==> src/pkg/sfsp_pkg.sv <==
// constants, types and timing for the serial flash status and protection block
package sfsp_pkg;

  // command codes
  localparam logic [7:0] CMD_LATCH_SET = 8'h06;
  localparam logic [7:0] CMD_LATCH_CLEAR = 8'h04;
  localparam logic [7:0] CMD_IDENT_READ = 8'h9F;
  localparam logic [7:0] CMD_STATUS_READ = 8'h05;
  localparam logic [7:0] CMD_STATUS_WRITE = 8'h01;
  localparam logic [7:0] CMD_PAGE_PROGRAM = 8'h02;
  localparam logic [7:0] CMD_SECTOR_ERASE = 8'hD8;
  localparam logic [7:0] CMD_BULK_ERASE = 8'hC7;
  localparam logic [7:0] CMD_NONE = 8'h00;

  // status byte field positions
  localparam int ST_WIP_BIT = 0;
  localparam int ST_WEL_BIT = 1;
  localparam int ST_BP_LSB = 2;
  localparam int ST_BP_MSB = 4;
  localparam int ST_STATUS_WRITE_DISABLE_BIT = 7;

  // frame counting
  localparam logic [2:0] BIT_LAST = 3'h7;
  localparam logic [2:0] BIT_FIRST = 3'h0;
  localparam logic [3:0] BYTES_MAX = 4'hF;
  localparam logic [3:0] BYTES_ONE = 4'h1;
  localparam logic [3:0] BYTES_STATUS_WRITE = 4'h2;
  localparam logic [3:0] BYTES_SECTOR_ERASE = 4'h4;
  localparam logic [3:0] BYTES_PAGE_MIN = 4'h5;
  localparam logic [1:0] ID_LAST = 2'h2;

  // reset values of the kept protection bits (initial delivery state)
  localparam logic [2:0] BP_RESET = 3'h0;
  localparam logic STATUS_WRITE_DISABLE_RESET = 1'b0;

  // timing
  localparam int CLK_PERIOD_NS = 25;
  localparam int STATUS_WRITE_TIME_NS = 5000000;
  localparam int STATUS_WRITE_CYCLES =
    (STATUS_WRITE_TIME_NS + CLK_PERIOD_NS - 1) / CLK_PERIOD_NS;

  // frame phase
  typedef enum logic [2:0] {
    PH_CMD,
    PH_IDENT,
    PH_STATUS,
    PH_WRITE_DATA,
    PH_SINK,
    PH_IGNORE
  } sfsp_phase_t;

endpackage

==> src/rtl/sfsp_sync.sv <==
// two-flop synchroniser for a group of pin inputs
module sfsp_sync #(
  parameter int WIDTH = 4,
  parameter logic [WIDTH-1:0] RESET_VAL = '0
) (
  // clock and reset
  input wire logic clk_in,
  input wire logic rst_in,
  // pins and synchronised copy
  input wire logic [WIDTH-1:0] async_in,
  output logic [WIDTH-1:0] sync_out
);

  typedef struct packed {
    logic [WIDTH-1:0] stage1; // metastable stage, read only by stage2
    logic [WIDTH-1:0] stage2; // safe copy
  } sfsp_sync_state_t;

  sfsp_sync_state_t st_reg;
  sfsp_sync_state_t st_next;

  // shift the pins through both stages
  always_comb begin
    st_next = st_reg;
    st_next.stage1 = async_in;
    st_next.stage2 = st_reg.stage1;
  end

  // register, reset to the idle pin levels
  always_ff @(posedge clk_in or posedge rst_in) begin
    if (rst_in) begin
      st_reg <= {RESET_VAL, RESET_VAL};
    end else begin
      st_reg <= st_next;
    end
  end

  assign sync_out = st_reg.stage2;

endmodule // sfsp_sync

==> src/rtl/sfsp_cycle_timer.sv <==
// self-timed cycle counter for the status write cycle
module sfsp_cycle_timer #(
  parameter int CYCLES = 4
) (
  // clock and reset
  input wire logic clk_in,
  input wire logic rst_in,
  // control
  input wire logic start_in,
  output logic busy_out,
  output logic done_out
);

  localparam int CNT_W = $clog2(CYCLES + 1);
  localparam logic [CNT_W-1:0] CNT_LAST = CNT_W'(CYCLES - 1);
  localparam logic [CNT_W-1:0] CNT_ONE = CNT_W'(1);

  typedef struct packed {
    logic [CNT_W-1:0] cnt; // cycles elapsed
    logic busy; // cycle running
    logic done; // one-cycle pulse at the end
  } sfsp_timer_state_t;

  sfsp_timer_state_t st_reg;
  sfsp_timer_state_t st_next;

  // count while busy; a start while busy is ignored
  always_comb begin
    st_next = st_reg;
    st_next.done = 1'b0;
    if (st_reg.busy) begin
      if (st_reg.cnt == CNT_LAST) begin
        st_next.busy = 1'b0;
        st_next.done = 1'b1;
      end else begin
        st_next.cnt = st_reg.cnt + CNT_ONE;
      end
    end else if (start_in) begin
      st_next.busy = 1'b1;
      st_next.cnt = '0;
    end
  end

  // state register
  always_ff @(posedge clk_in or posedge rst_in) begin
    if (rst_in) begin
      st_reg <= '0;
    end else begin
      st_reg <= st_next;
    end
  end

  assign busy_out = st_reg.busy;
  assign done_out = st_reg.done;

endmodule // sfsp_cycle_timer

==> src/rtl/sfsp_core.sv <==
// serial command decoder, status register and write protection logic
module sfsp_core
  import sfsp_pkg::*;
#(
  parameter int STATUS_WRITE_CYCLES_P = STATUS_WRITE_CYCLES,
  parameter logic [7:0] MAKER_CODE = 8'hA5, // arbitrary value
  parameter logic [7:0] TYPE_CODE = 8'h5A, // arbitrary value
  parameter logic [7:0] SIZE_CODE = 8'h3C // arbitrary value
) (
  // clock and reset
  input wire logic clk_in,
  input wire logic rst_in,
  // serial pins
  input wire logic chip_select_n_in,
  input wire logic serial_clock_in,
  input wire logic serial_in_in,
  input wire logic write_protect_n_in,
  output logic serial_out_out,
  output logic serial_out_oe_out,
  // array engine, same clock
  input wire logic array_busy_in,
  input wire logic array_done_in,
  output logic page_program_req_out,
  output logic sector_erase_req_out,
  output logic bulk_erase_req_out,
  // status view
  output logic write_in_progress_out,
  output logic write_enable_latch_out,
  output logic [2:0] block_protect_out,
  output logic status_write_disable_out,
  output logic hardware_protected_mode_out
);

  typedef struct packed {
    sfsp_phase_t phase; // where the frame stands
    logic sclk_d; // previous synced clock, for edges
    logic cs_n_d; // previous synced select, for edges
    logic [2:0] bit_cnt; // bit within current byte
    logic [3:0] byte_cnt; // whole bytes in frame, saturating
    logic [7:0] shift_in; // incoming bits
    logic [7:0] cmd; // decoded command of this frame
    logic [7:0] wr_data; // status write data byte
    logic [7:0] out_shift; // outgoing bits
    logic [2:0] out_cnt; // bit within outgoing byte
    logic [1:0] id_idx; // ident byte now in out_shift
    logic write_enable_latch; // write enable latch
    logic [2:0] bp; // block protect bits
    logic status_write_disable; // status write disable
    logic [2:0] pend_bp; // values waiting for the cycle end
    logic pend_status_write_disable;
    logic sw_start; // start pulse to the timer
    logic write_in_progress; // write in progress
    logic hardware_protected_mode; // hardware protected mode
    logic q; // serial output level
    logic q_oe; // serial output driven
    logic pp_req; // page program accepted
    logic se_req; // sector erase accepted
    logic be_req; // bulk erase accepted
  } sfsp_core_state_t;

  sfsp_core_state_t st_reg;
  sfsp_core_state_t st_next;

  logic [3:0] pins_sync; // {cs_n, sclk, si, wp_n}
  logic cs_n_s;
  logic sclk_s;
  logic si_s;
  logic wp_n_s;
  logic tmr_busy;
  logic tmr_done;

  // pins are foreign to clk_in; select idles high, wp idles high
  sfsp_sync #(
    .WIDTH(4),
    .RESET_VAL(4'h9)
  ) u_sync (
    .clk_in(clk_in),
    .rst_in(rst_in),
    .async_in({chip_select_n_in, serial_clock_in, serial_in_in, write_protect_n_in}),
    .sync_out(pins_sync)
  );

  assign cs_n_s = pins_sync[3];
  assign sclk_s = pins_sync[2];
  assign si_s = pins_sync[1];
  assign wp_n_s = pins_sync[0];

  // self-timed status write cycle
  sfsp_cycle_timer #(
    .CYCLES(STATUS_WRITE_CYCLES_P)
  ) u_timer (
    .clk_in(clk_in),
    .rst_in(rst_in),
    .start_in(st_reg.sw_start),
    .busy_out(tmr_busy),
    .done_out(tmr_done)
  );

  // status byte as it is shifted out
  function automatic logic [7:0] status_byte(input sfsp_core_state_t s);
    logic [7:0] b;
    b = 8'h00; // bits 6 and 5 always read zero
    b[ST_WIP_BIT] = s.write_in_progress;
    b[ST_WEL_BIT] = s.write_enable_latch;
    b[ST_BP_MSB:ST_BP_LSB] = s.bp;
    b[ST_STATUS_WRITE_DISABLE_BIT] = s.status_write_disable;
    return b;
  endfunction

  // whole behaviour of the block in one pass
  always_comb begin
    logic rise;
    logic fall;
    logic cs_rise;
    logic busy_any;
    logic aligned;
    logic [7:0] in_byte;
    rise = 1'b0;
    fall = 1'b0;
    cs_rise = 1'b0;
    busy_any = 1'b0;
    aligned = 1'b0;
    in_byte = 8'h00;
    st_next = st_reg;
    st_next.sclk_d = sclk_s;
    st_next.cs_n_d = cs_n_s;
    st_next.sw_start = 1'b0;
    st_next.pp_req = 1'b0;
    st_next.se_req = 1'b0;
    st_next.be_req = 1'b0;

    rise = sclk_s & ~st_reg.sclk_d & ~cs_n_s;
    fall = ~sclk_s & st_reg.sclk_d & ~cs_n_s;
    cs_rise = cs_n_s & ~st_reg.cs_n_d;
    in_byte = {st_reg.shift_in[6:0], si_s}; // msb arrives first
    // anything accepted but not yet visible on the timer also counts
    busy_any = st_reg.write_in_progress | st_reg.sw_start | st_reg.pp_req |
               st_reg.se_req | st_reg.be_req;

    // the timer, its start pulse and a busy array engine raise wip
    st_next.write_in_progress = tmr_busy | st_reg.sw_start | array_busy_in;

    // cycle completions clear the latch; a latch-set below still wins
    if (tmr_done) begin
      st_next.bp = st_reg.pend_bp; // only path that changes bp
      st_next.status_write_disable = st_reg.pend_status_write_disable;
      st_next.write_enable_latch = 1'b0;
    end
    if (array_done_in) begin
      st_next.write_enable_latch = 1'b0;
    end
    // built from the new disable bit so that mode and bit never disagree
    st_next.hardware_protected_mode = st_next.status_write_disable & ~wp_n_s;

    // serial input side
    if (rise) begin
      st_next.shift_in = in_byte;
      st_next.bit_cnt = st_reg.bit_cnt + 3'h1;
      if (st_reg.bit_cnt == BIT_LAST) begin
        if (st_reg.byte_cnt != BYTES_MAX) begin
          st_next.byte_cnt = st_reg.byte_cnt + 4'h1;
        end
        unique case (st_reg.phase)
          PH_CMD: begin
            st_next.cmd = in_byte;
            st_next.out_cnt = BIT_FIRST;
            if (in_byte == CMD_IDENT_READ) begin
              if (busy_any) begin
                st_next.phase = PH_IGNORE; // not decoded while busy
              end else begin
                st_next.phase = PH_IDENT;
                st_next.out_shift = MAKER_CODE;
                st_next.id_idx = 2'h0;
              end
            end else if (in_byte == CMD_STATUS_READ) begin
              st_next.phase = PH_STATUS; // even while busy
              st_next.out_shift = status_byte(st_reg);
            end else if (in_byte == CMD_STATUS_WRITE) begin
              st_next.phase = PH_WRITE_DATA;
            end else begin
              st_next.phase = PH_SINK;
            end
          end
          PH_WRITE_DATA: begin
            if (st_reg.byte_cnt == BYTES_ONE) begin
              st_next.wr_data = in_byte;
            end
          end
          PH_IDENT, PH_STATUS, PH_SINK, PH_IGNORE: begin
            // trailing bytes are only counted
          end
        endcase
      end
    end

    // serial output side, updated on falling edges
    if (fall && (st_reg.phase == PH_IDENT || st_reg.phase == PH_STATUS)) begin
      st_next.q = st_reg.out_shift[7];
      st_next.out_cnt = st_reg.out_cnt + 3'h1;
      if (st_reg.out_cnt == BIT_LAST) begin
        if (st_reg.phase == PH_STATUS) begin
          st_next.out_shift = status_byte(st_reg); // repeats, fresh wip
        end else if (st_reg.id_idx == 2'h0) begin
          st_next.out_shift = TYPE_CODE;
          st_next.id_idx = 2'h1;
        end else if (st_reg.id_idx == 2'h1) begin
          st_next.out_shift = SIZE_CODE;
          st_next.id_idx = ID_LAST;
        end else begin
          st_next.out_shift = 8'h00; // past the third byte only zeros
        end
      end else begin
        st_next.out_shift = {st_reg.out_shift[6:0], 1'b0};
      end
    end

    // end of frame: write-type commands act only here
    aligned = (st_reg.bit_cnt == BIT_FIRST);
    if (cs_rise && aligned && st_reg.phase != PH_IGNORE) begin
      if (st_reg.cmd == CMD_LATCH_SET && st_reg.byte_cnt == BYTES_ONE) begin
        st_next.write_enable_latch = 1'b1;
      end
      if (st_reg.cmd == CMD_LATCH_CLEAR && st_reg.byte_cnt == BYTES_ONE) begin
        st_next.write_enable_latch = 1'b0;
      end
      // exactly one data byte, latch set, not hardware protected
      if (st_reg.cmd == CMD_STATUS_WRITE && st_reg.byte_cnt == BYTES_STATUS_WRITE &&
          st_reg.write_enable_latch && !st_reg.hardware_protected_mode && !busy_any) begin
        st_next.sw_start = 1'b1;
        st_next.pend_bp = st_reg.wr_data[ST_BP_MSB:ST_BP_LSB];
        st_next.pend_status_write_disable = st_reg.wr_data[ST_STATUS_WRITE_DISABLE_BIT]; // b6,b5,b1,b0 dropped
      end
      // area checks for program and sector erase stay with the array engine
      if (st_reg.cmd == CMD_PAGE_PROGRAM && st_reg.byte_cnt >= BYTES_PAGE_MIN &&
          st_reg.write_enable_latch && !busy_any) begin
        st_next.pp_req = 1'b1;
      end
      if (st_reg.cmd == CMD_SECTOR_ERASE && st_reg.byte_cnt == BYTES_SECTOR_ERASE &&
          st_reg.write_enable_latch && !busy_any) begin
        st_next.se_req = 1'b1;
      end
      if (st_reg.cmd == CMD_BULK_ERASE && st_reg.byte_cnt == BYTES_ONE &&
          st_reg.write_enable_latch && st_reg.bp == BP_RESET && !busy_any) begin
        st_next.be_req = 1'b1;
      end
    end

    // deselected: standby, frame counters ready for the next select
    if (cs_n_s) begin
      st_next.phase = PH_CMD;
      st_next.bit_cnt = BIT_FIRST;
      st_next.byte_cnt = 4'h0;
      st_next.cmd = CMD_NONE;
      st_next.out_cnt = BIT_FIRST;
      st_next.q = 1'b0;
    end

    // drive the output only during a read data phase
    st_next.q_oe = ~cs_n_s &
                   (st_next.phase == PH_IDENT || st_next.phase == PH_STATUS);
  end

  // state register; protection bits come up in delivery state
  always_ff @(posedge clk_in or posedge rst_in) begin
    if (rst_in) begin
      st_reg <= '0; // latch clear at power-up
      st_reg.phase <= PH_CMD;
      st_reg.sclk_d <= 1'b0;
      st_reg.cs_n_d <= 1'b1;
      st_reg.bp <= BP_RESET;
      st_reg.status_write_disable <= STATUS_WRITE_DISABLE_RESET;
      st_reg.pend_bp <= BP_RESET;
      st_reg.pend_status_write_disable <= STATUS_WRITE_DISABLE_RESET;
    end else begin
      st_reg <= st_next;
    end
  end

  // outputs straight from the state register
  assign serial_out_out = st_reg.q;
  assign serial_out_oe_out = st_reg.q_oe;
  assign page_program_req_out = st_reg.pp_req;
  assign sector_erase_req_out = st_reg.se_req;
  assign bulk_erase_req_out = st_reg.be_req;
  assign write_in_progress_out = st_reg.write_in_progress;
  assign write_enable_latch_out = st_reg.write_enable_latch;
  assign block_protect_out = st_reg.bp;
  assign status_write_disable_out = st_reg.status_write_disable;
  assign hardware_protected_mode_out = st_reg.hardware_protected_mode;

endmodule // sfsp_core

==> config.mk <==
export PLATFORM = sky130hd
export DESIGN_NAME = sfsp_core
export DESIGN_NICKNAME = d
export VERILOG_FILES = /design/src/pkg/sfsp_pkg.sv /design/src/rtl/sfsp_sync.sv /design/src/rtl/sfsp_cycle_timer.sv /design/src/rtl/sfsp_core.sv
export SDC_FILE = /design/constraint.sdc
export NUM_CORES = 1
export LEC_CHECK = 0
export BUFFER_PORTS_ARGS = -buffer_cell sky130_fd_sc_hd__buf_2
export CORE_MARGIN = 5
export CORE_UTILIZATION = 30
export CTS_CLUSTER_DIAMETER = 50
export DETAILED_ROUTE_END_ITERATION = 6
export SYNTH_ARGS = -nofsm -noshare
export SYNTH_HDL_FRONTEND = slang
export SYNTH_SLANG_ARGS = --single-unit
==> constraint.sdc <==
create_clock -name clk_in -period 6.2 [get_ports clk_in]
set_clock_uncertainty 0.2 [all_clocks]
set_input_delay 0.31 -clock clk_in [delete_from_list [all_inputs] [get_ports clk_in]]
set_output_delay 0.31 -clock clk_in [all_outputs]
set_load 0.005 [all_outputs]
==> results.txt, run 1 <==
outcome = complete, no violations
peak supply drop = 0.114 mV
initial antenna violation count = 0
die height = 129 um
CP Launch Type = flop
crit end category = flop
clock sinks = 89
Seq/Total Area, Yosys = 52.3%
Die W = 129 um
Final ANT Viol Nets = 0
pre-CTS setup slack = 3.23 ns
Worst Hold Class = in2reg
residual overflow from global routing = 0
Total GRT Usage = 11.9%
Final min period = 2.98 ns
flops & latches, synth = 89
DP HPWL = 6590 um
Yosys warning total = 0
Initial Util = 30.6%
Max FO, Critical Path = 14
number of flip-flops in the largest register = 49
first-pass GRT wire length = 15900 um
Synth Instances = 399
Pre-Repair DR Iteration Count = 4
Total Nets Final = 439
TritonCTS clock tree = yes
Rows = 43
# port buffers = 19
period utilization = 48.1%
syn_nets = 417
Layout area overhead = 14.3%
number of flops mapped to enable cells by yosys = 0
metal3 WL = 529 um
Mapped Area = 4270 um2
Slew HR = 27.8%
Max Cap Viol = 0
clock latency on the worst-skew pair = 0.34 ns
Fin. Hold Viols = 0
Pwr per Cell Area = 255 nW/um2
DR WL met2 = 4210 um
drt via density = 5.12
cell leakage power = 2.16 nW
routed metal-1 wirelength = 4440 um
Slew @ Worst Pin = 1.08 ns
number of distinct library cells after synthesis = 62
max-slew violation count = 0
total wire length = 9310 um
number of H-tree levels = 3
Synth Flop Type = dfrtp_1
asr flop ratio synth = 100%
DR DRC count = 0
final setup fails = 0
core footprint = 13900 um2
gpl congestion = 0.857
RSZ-0062 raised after global routing = false
post-CTS setup buffer count = 0
CTS Root Buffer Type = clkbuf_16
Setup WS post-layout = 3.22 ns
largest net degree at the start of global routing = 86
CTS buffer count = 9
1st-iter DRT viols = 351
Avg Cell Area, Syn = 10.7 um2
clock tree buffer depth = 2
clock-pin slew on the worst setup and hold paths = 0.07 ns
via count = 3105
vias in the first global route = 3145
diode count = 0
CP Class = reg2reg
io pins = 20
post-DR wirelength/cell = 15.4 um
CP arrival = 3.02 ns
CP required = 6.23 ns
full die area = 16700 um2
Fmax achieved = 335 MHz
layout cells sized above 1 = 17.1%
Fin Setup TNS = 0 ns
Highest Signal Layer = met4
==> repair_timing <==
action | CTS | global route
endpoints found under the hold margin | 9 | 0
hold buffers | 6 | 0
resized for setup | 0 | 0
==> final cells by class <==
cell class / count / area [um2]
inverters: 18 / 68.8
well taps: 180 / 225
clock inverters: 6 / 67.6
fillers: 1348 / 9050
repair buffers: 27 / 170
clock buffers: 10 / 229
flip-flops and latches: 89 / 2230
multi-input cells: 276 / 1890
==> cell usage after synthesis (all sizes together), types with 3 or more instances <==
master  number  area (um2)
dfrtp       84        2100
nand2       36         135
o21ai       34         170
nor2        32         128
nand3       21         110
inv         18        67.6
mux2        17         206
nor3        11        55.1
clkbuf      10        37.5
ha          10         125
nand4       10        62.6
a21oi        8        40.0
a22o         8        71.3
buf          6        43.8
nor3b        6        55.1
xnor2        6        52.6
dfstp        5         131
nand3b       5        37.5
xor2         5        43.8
a31oi        4        25.0
a32oi        4        35.0
and3         4        25.0
mux2i        4        40.0
nor2b        4        25.0
nor4         4        40.0
nor4bb       4        46.3
nor4b        3        26.3
or4          3        30.0
==> critical path, cell delays in order, from the launching register on <==
cell and delay (ns):
dfrtp_1 0.39, ha_1 0.16, ha_1 0.20, nor4bb_2 0.53
and2_1 0.53, nand3_1 0.30, nand2_1 0.21, mux2_2 0.35
==> cell usage in the layout, fill, tap and decap left out, types with 4 or more instances in the layout <==
cell	netlist	routed
mux2i_1	4	4
mux2_4	4	4
dfstp_2	5	5
ha_1	10	10
a31oi_1	4	4
a22o_1	7	7
inv_1	18	17
nor2_1	31	31
xor2_1	5	5
mux2_2	13	13
a32oi_1	4	4
a21oi_1	8	8
o21ai_0	34	34
dfrtp_1	84	84
dlygate4sd3_1	0	6
buf_2	2	19
and3_1	4	4
nand4_1	10	10
nor2b_1	4	4
nor3b_1	4	4
nor3_1	11	11
clkbuf_16	0	9
nand3b_1	5	5
nand3_1	20	20
xnor2_1	6	6
nand2_1	36	36
==> metal layers <==
| layer | vias to the layer above | GRT usage (%) |
|---|---|---|
| met3 | 14 | 3.71 |
| met5 | - | 0 |
| li1 | 1481 | - |
| met1 | 1531 | 16.5 |
| met4 | 0 | 3.71 |
| met2 | 79 | 18.0 |
==> stage by stage <==
step           utilization, %  std cells  power (mW)  hold WS (ns)  instance area [um2]
3_5_place_dp             32.5        584       0.710       -0.0233                 4520
2_1_floorplan               -        399       0.677         0.114                 4270
4_1_cts                  35.0        606        1.26         0.131                 4880
6_report                 35.0        606        1.24         0.136                 4880
3_3_place_gp             32.5        584       0.708       -0.0254                 4520
5_1_grt                  35.0        606        1.30         0.135                 4880
==> where the power goes <==
group / switching, mW / leakage, nW / internal, mW
Clock: 0.228 / 0.139 / 0.314
Combinational: 0.0429 / 0.821 / 0.0290
Sequential: 0.0274 / 1.20 / 0.602
Total: 0.299 / 2.16 / 0.946
==> worst paths after layout <==
check / slack (ns) / start / to / depth (start not counted)
worst max-delay path: 3.22 / st_reg[58] / st_reg[24] / 7
min in group asynchronous: 0.17 / rst_in / u_sync.st_next[1] / 3
worst min-delay path: 0.14 / array_done_in / write_enable_latch_out / 3
worst max register to register: 3.22 / st_reg[58] / st_reg[24] / 7
worst min register to register: 0.15 / u_sync.st_next[2] / u_sync.sync_out[2] / 0
max in group asynchronous: 4.39 / rst_in / u_timer.st_reg[4] / 4
==> cell families after synthesis <==
group                    synth area share, %
multiplexers                            5.77
adder cells (fa/ha/maj)                 2.93
buffers and inverters                   3.49
flip-flops                              52.3
AND/OR/NAND/NOR                         21.4
XOR/XNOR                                2.26
AO/OA/AOI/OAI                           11.9
No activity file was read; power rests on OpenSTA's default activity.
==> run 2, diff against run 1 <==
==> constraint.sdc (replaced) <==
create_clock -name clk_in -period 3.09 [get_ports clk_in]
set_clock_uncertainty 0.2 [all_clocks]
set_input_delay 0.1545 -clock clk_in [delete_from_list [all_inputs] [get_ports clk_in]]
set_output_delay 0.1545 -clock clk_in [all_outputs]
set_load 0.005 [all_outputs]
==> run 2 against run 1 <==
Net effect: global-route usage shrank 0.19 points; register-to-register slack lost 2.8 ns; utilization grew 0.35 points; critical path depth is the same; count of clock-buffer cells in the layout grew 2; hold slack gained 0.014 ns; first-iteration DRC count shrank 28%; cell area grew 1.0%; largest power group unchanged; highest routed layer unchanged.
==> results.txt, run 2 (synthesis results as in run 1) <==
outcome = complete, no violations
Fin Setup TNS = 0 ns
largest net degree at the start of global routing = 56
CTS buffer count = 9
Die W = 129 um
RSZ-0062 raised after global routing = false
Max FO, Critical Path = 6
Highest Signal Layer = met4
Fin. Hold Viols = 0
max-slew violation count = 0
hold_ws = 0.150 ns
drt via density = 5.15
Max Cap Viol = 0
peak supply drop = 0.251 mV
metal3 WL = 460 um
CP Class = reg2reg
period utilization = 85.7%
Slew @ Worst Pin = 0.994 ns
Rows = 43
Slew HR = 33.8%
final non-filler cell total = 611
commonest cells after routing, fill and taps aside = dfrtp_1, nand2_1, o21ai_0, nor2_1, nand3_1
first-pass GRT wire length = 15400 um
full die area = 16700 um2
total power = 2.46 mW
Final min period = 2.65 ns
number of flip-flops in the largest register = 49
fin area = 4930 um2
Final ANT Viol Nets = 0
initial antenna violation count = 0
Initial Util = 30.6%
cell leakage power = 2.20 nW
DP HPWL = 6630 um
io pins = 20
CP Launch Type = flop
post-DR wirelength/cell = 15.1 um
total wire length = 9230 um
# port buffers = 19
clock-pin slew on the worst setup and hold paths = 0.06 ns
CTS Root Buffer Type = clkbuf_16
Layout area overhead = 15.5%
most common cell after layout, fill and taps aside = dfrtp_1
Reg2Reg Depth = 7
number of H-tree levels = 3
Placed Cells = 588
clock tree buffer depth = 2
Pwr per Cell Area = 500 nW/um2
TritonCTS clock tree = yes
DR DRC count = 0
gpl congestion = 0.853
clock sinks = 89
clock latency on the worst-skew pair = 0.34 ns
dpl cell area = 4570 um2
Total Nets Final = 444
residual overflow from global routing = 0
hold depth = 0
1st-iter DRT viols = 253
Worst Hold Class = reg2reg
Pre-Repair DR Iteration Count = 4
final setup fails = 0
core footprint = 13900 um2
crit end category = flop
CP required = 3.11 ns
DR WL met2 = 4080 um
via count = 3147
layout cells sized above 1 = 18.1%
vias in the first global route = 2976
routed metal-1 wirelength = 4570 um
CP arrival = 2.67 ns
Total GRT Usage = 11.7%
Fmax achieved = 378 MHz
post-CTS setup buffer count = 0
diode count = 0
die height = 129 um
[run 2: routing by layer]
metal | vias to the layer above | track usage, %
li1 | 1506 | -
met1 | 1569 | 16.5
met2 | 60 | 17.5
met3 | 12 | 3.63
met4 | 0 | 3.46
met5 | - | 0
[run 2: critical path, stage by stage (launching register included)]
cell,delay (ns)
dfrtp_1,0.40
ha_1,0.18
ha_1,0.20
nor4bb_2,0.53
and4_1,0.40
nor2_1,0.12
nand2_1,0.16
mux2_2,0.35
[run 2: final timing paths]
kind                                   start            endpoint  slack [ns]
max                               st_reg[58]          st_reg[22]        0.44
min                        u_sync.st_next[1]  u_sync.sync_out[1]        0.15
max reg2reg                       st_reg[58]          st_reg[22]        0.44
min reg2reg                u_sync.st_next[1]  u_sync.sync_out[1]        0.15
max in group asynchronous             rst_in          st_reg[27]        1.78
min in group asynchronous             rst_in   u_sync.st_next[1]        0.22
[run 2: through the flow]
stage | setup WS, ns | util, %
2_1_floorplan | 0.437 | -
3_3_place_gp | 0.570 | 32.8
3_5_place_dp | 0.488 | 32.8
4_1_cts | 0.461 | 35.4
5_1_grt | 0.312 | 35.4
6_report | 0.443 | 35.4
[run 2: layout make-up]
class                   instances  area [um2]
well taps                     180         225
flip-flops and latches         89        2230
multi-input cells             276        1890
fillers                      1362        9000
repair buffers                 32         223
clock inverters                 4        26.3
inverters                      18        68.8
clock buffers                  12         267
[run 2: timing repair]
item,4_1_cts,5_1_grt
resized for setup,0,0
hold endpoints to repair,35,0
hold buffers,7,0
[run 2: power breakdown]
part	switching, mW	total, mW	internal [mW]
clock	0.439	1.05	0.609
combinational	0.0878	0.155	0.0675
sequential	0.0508	1.26	1.21
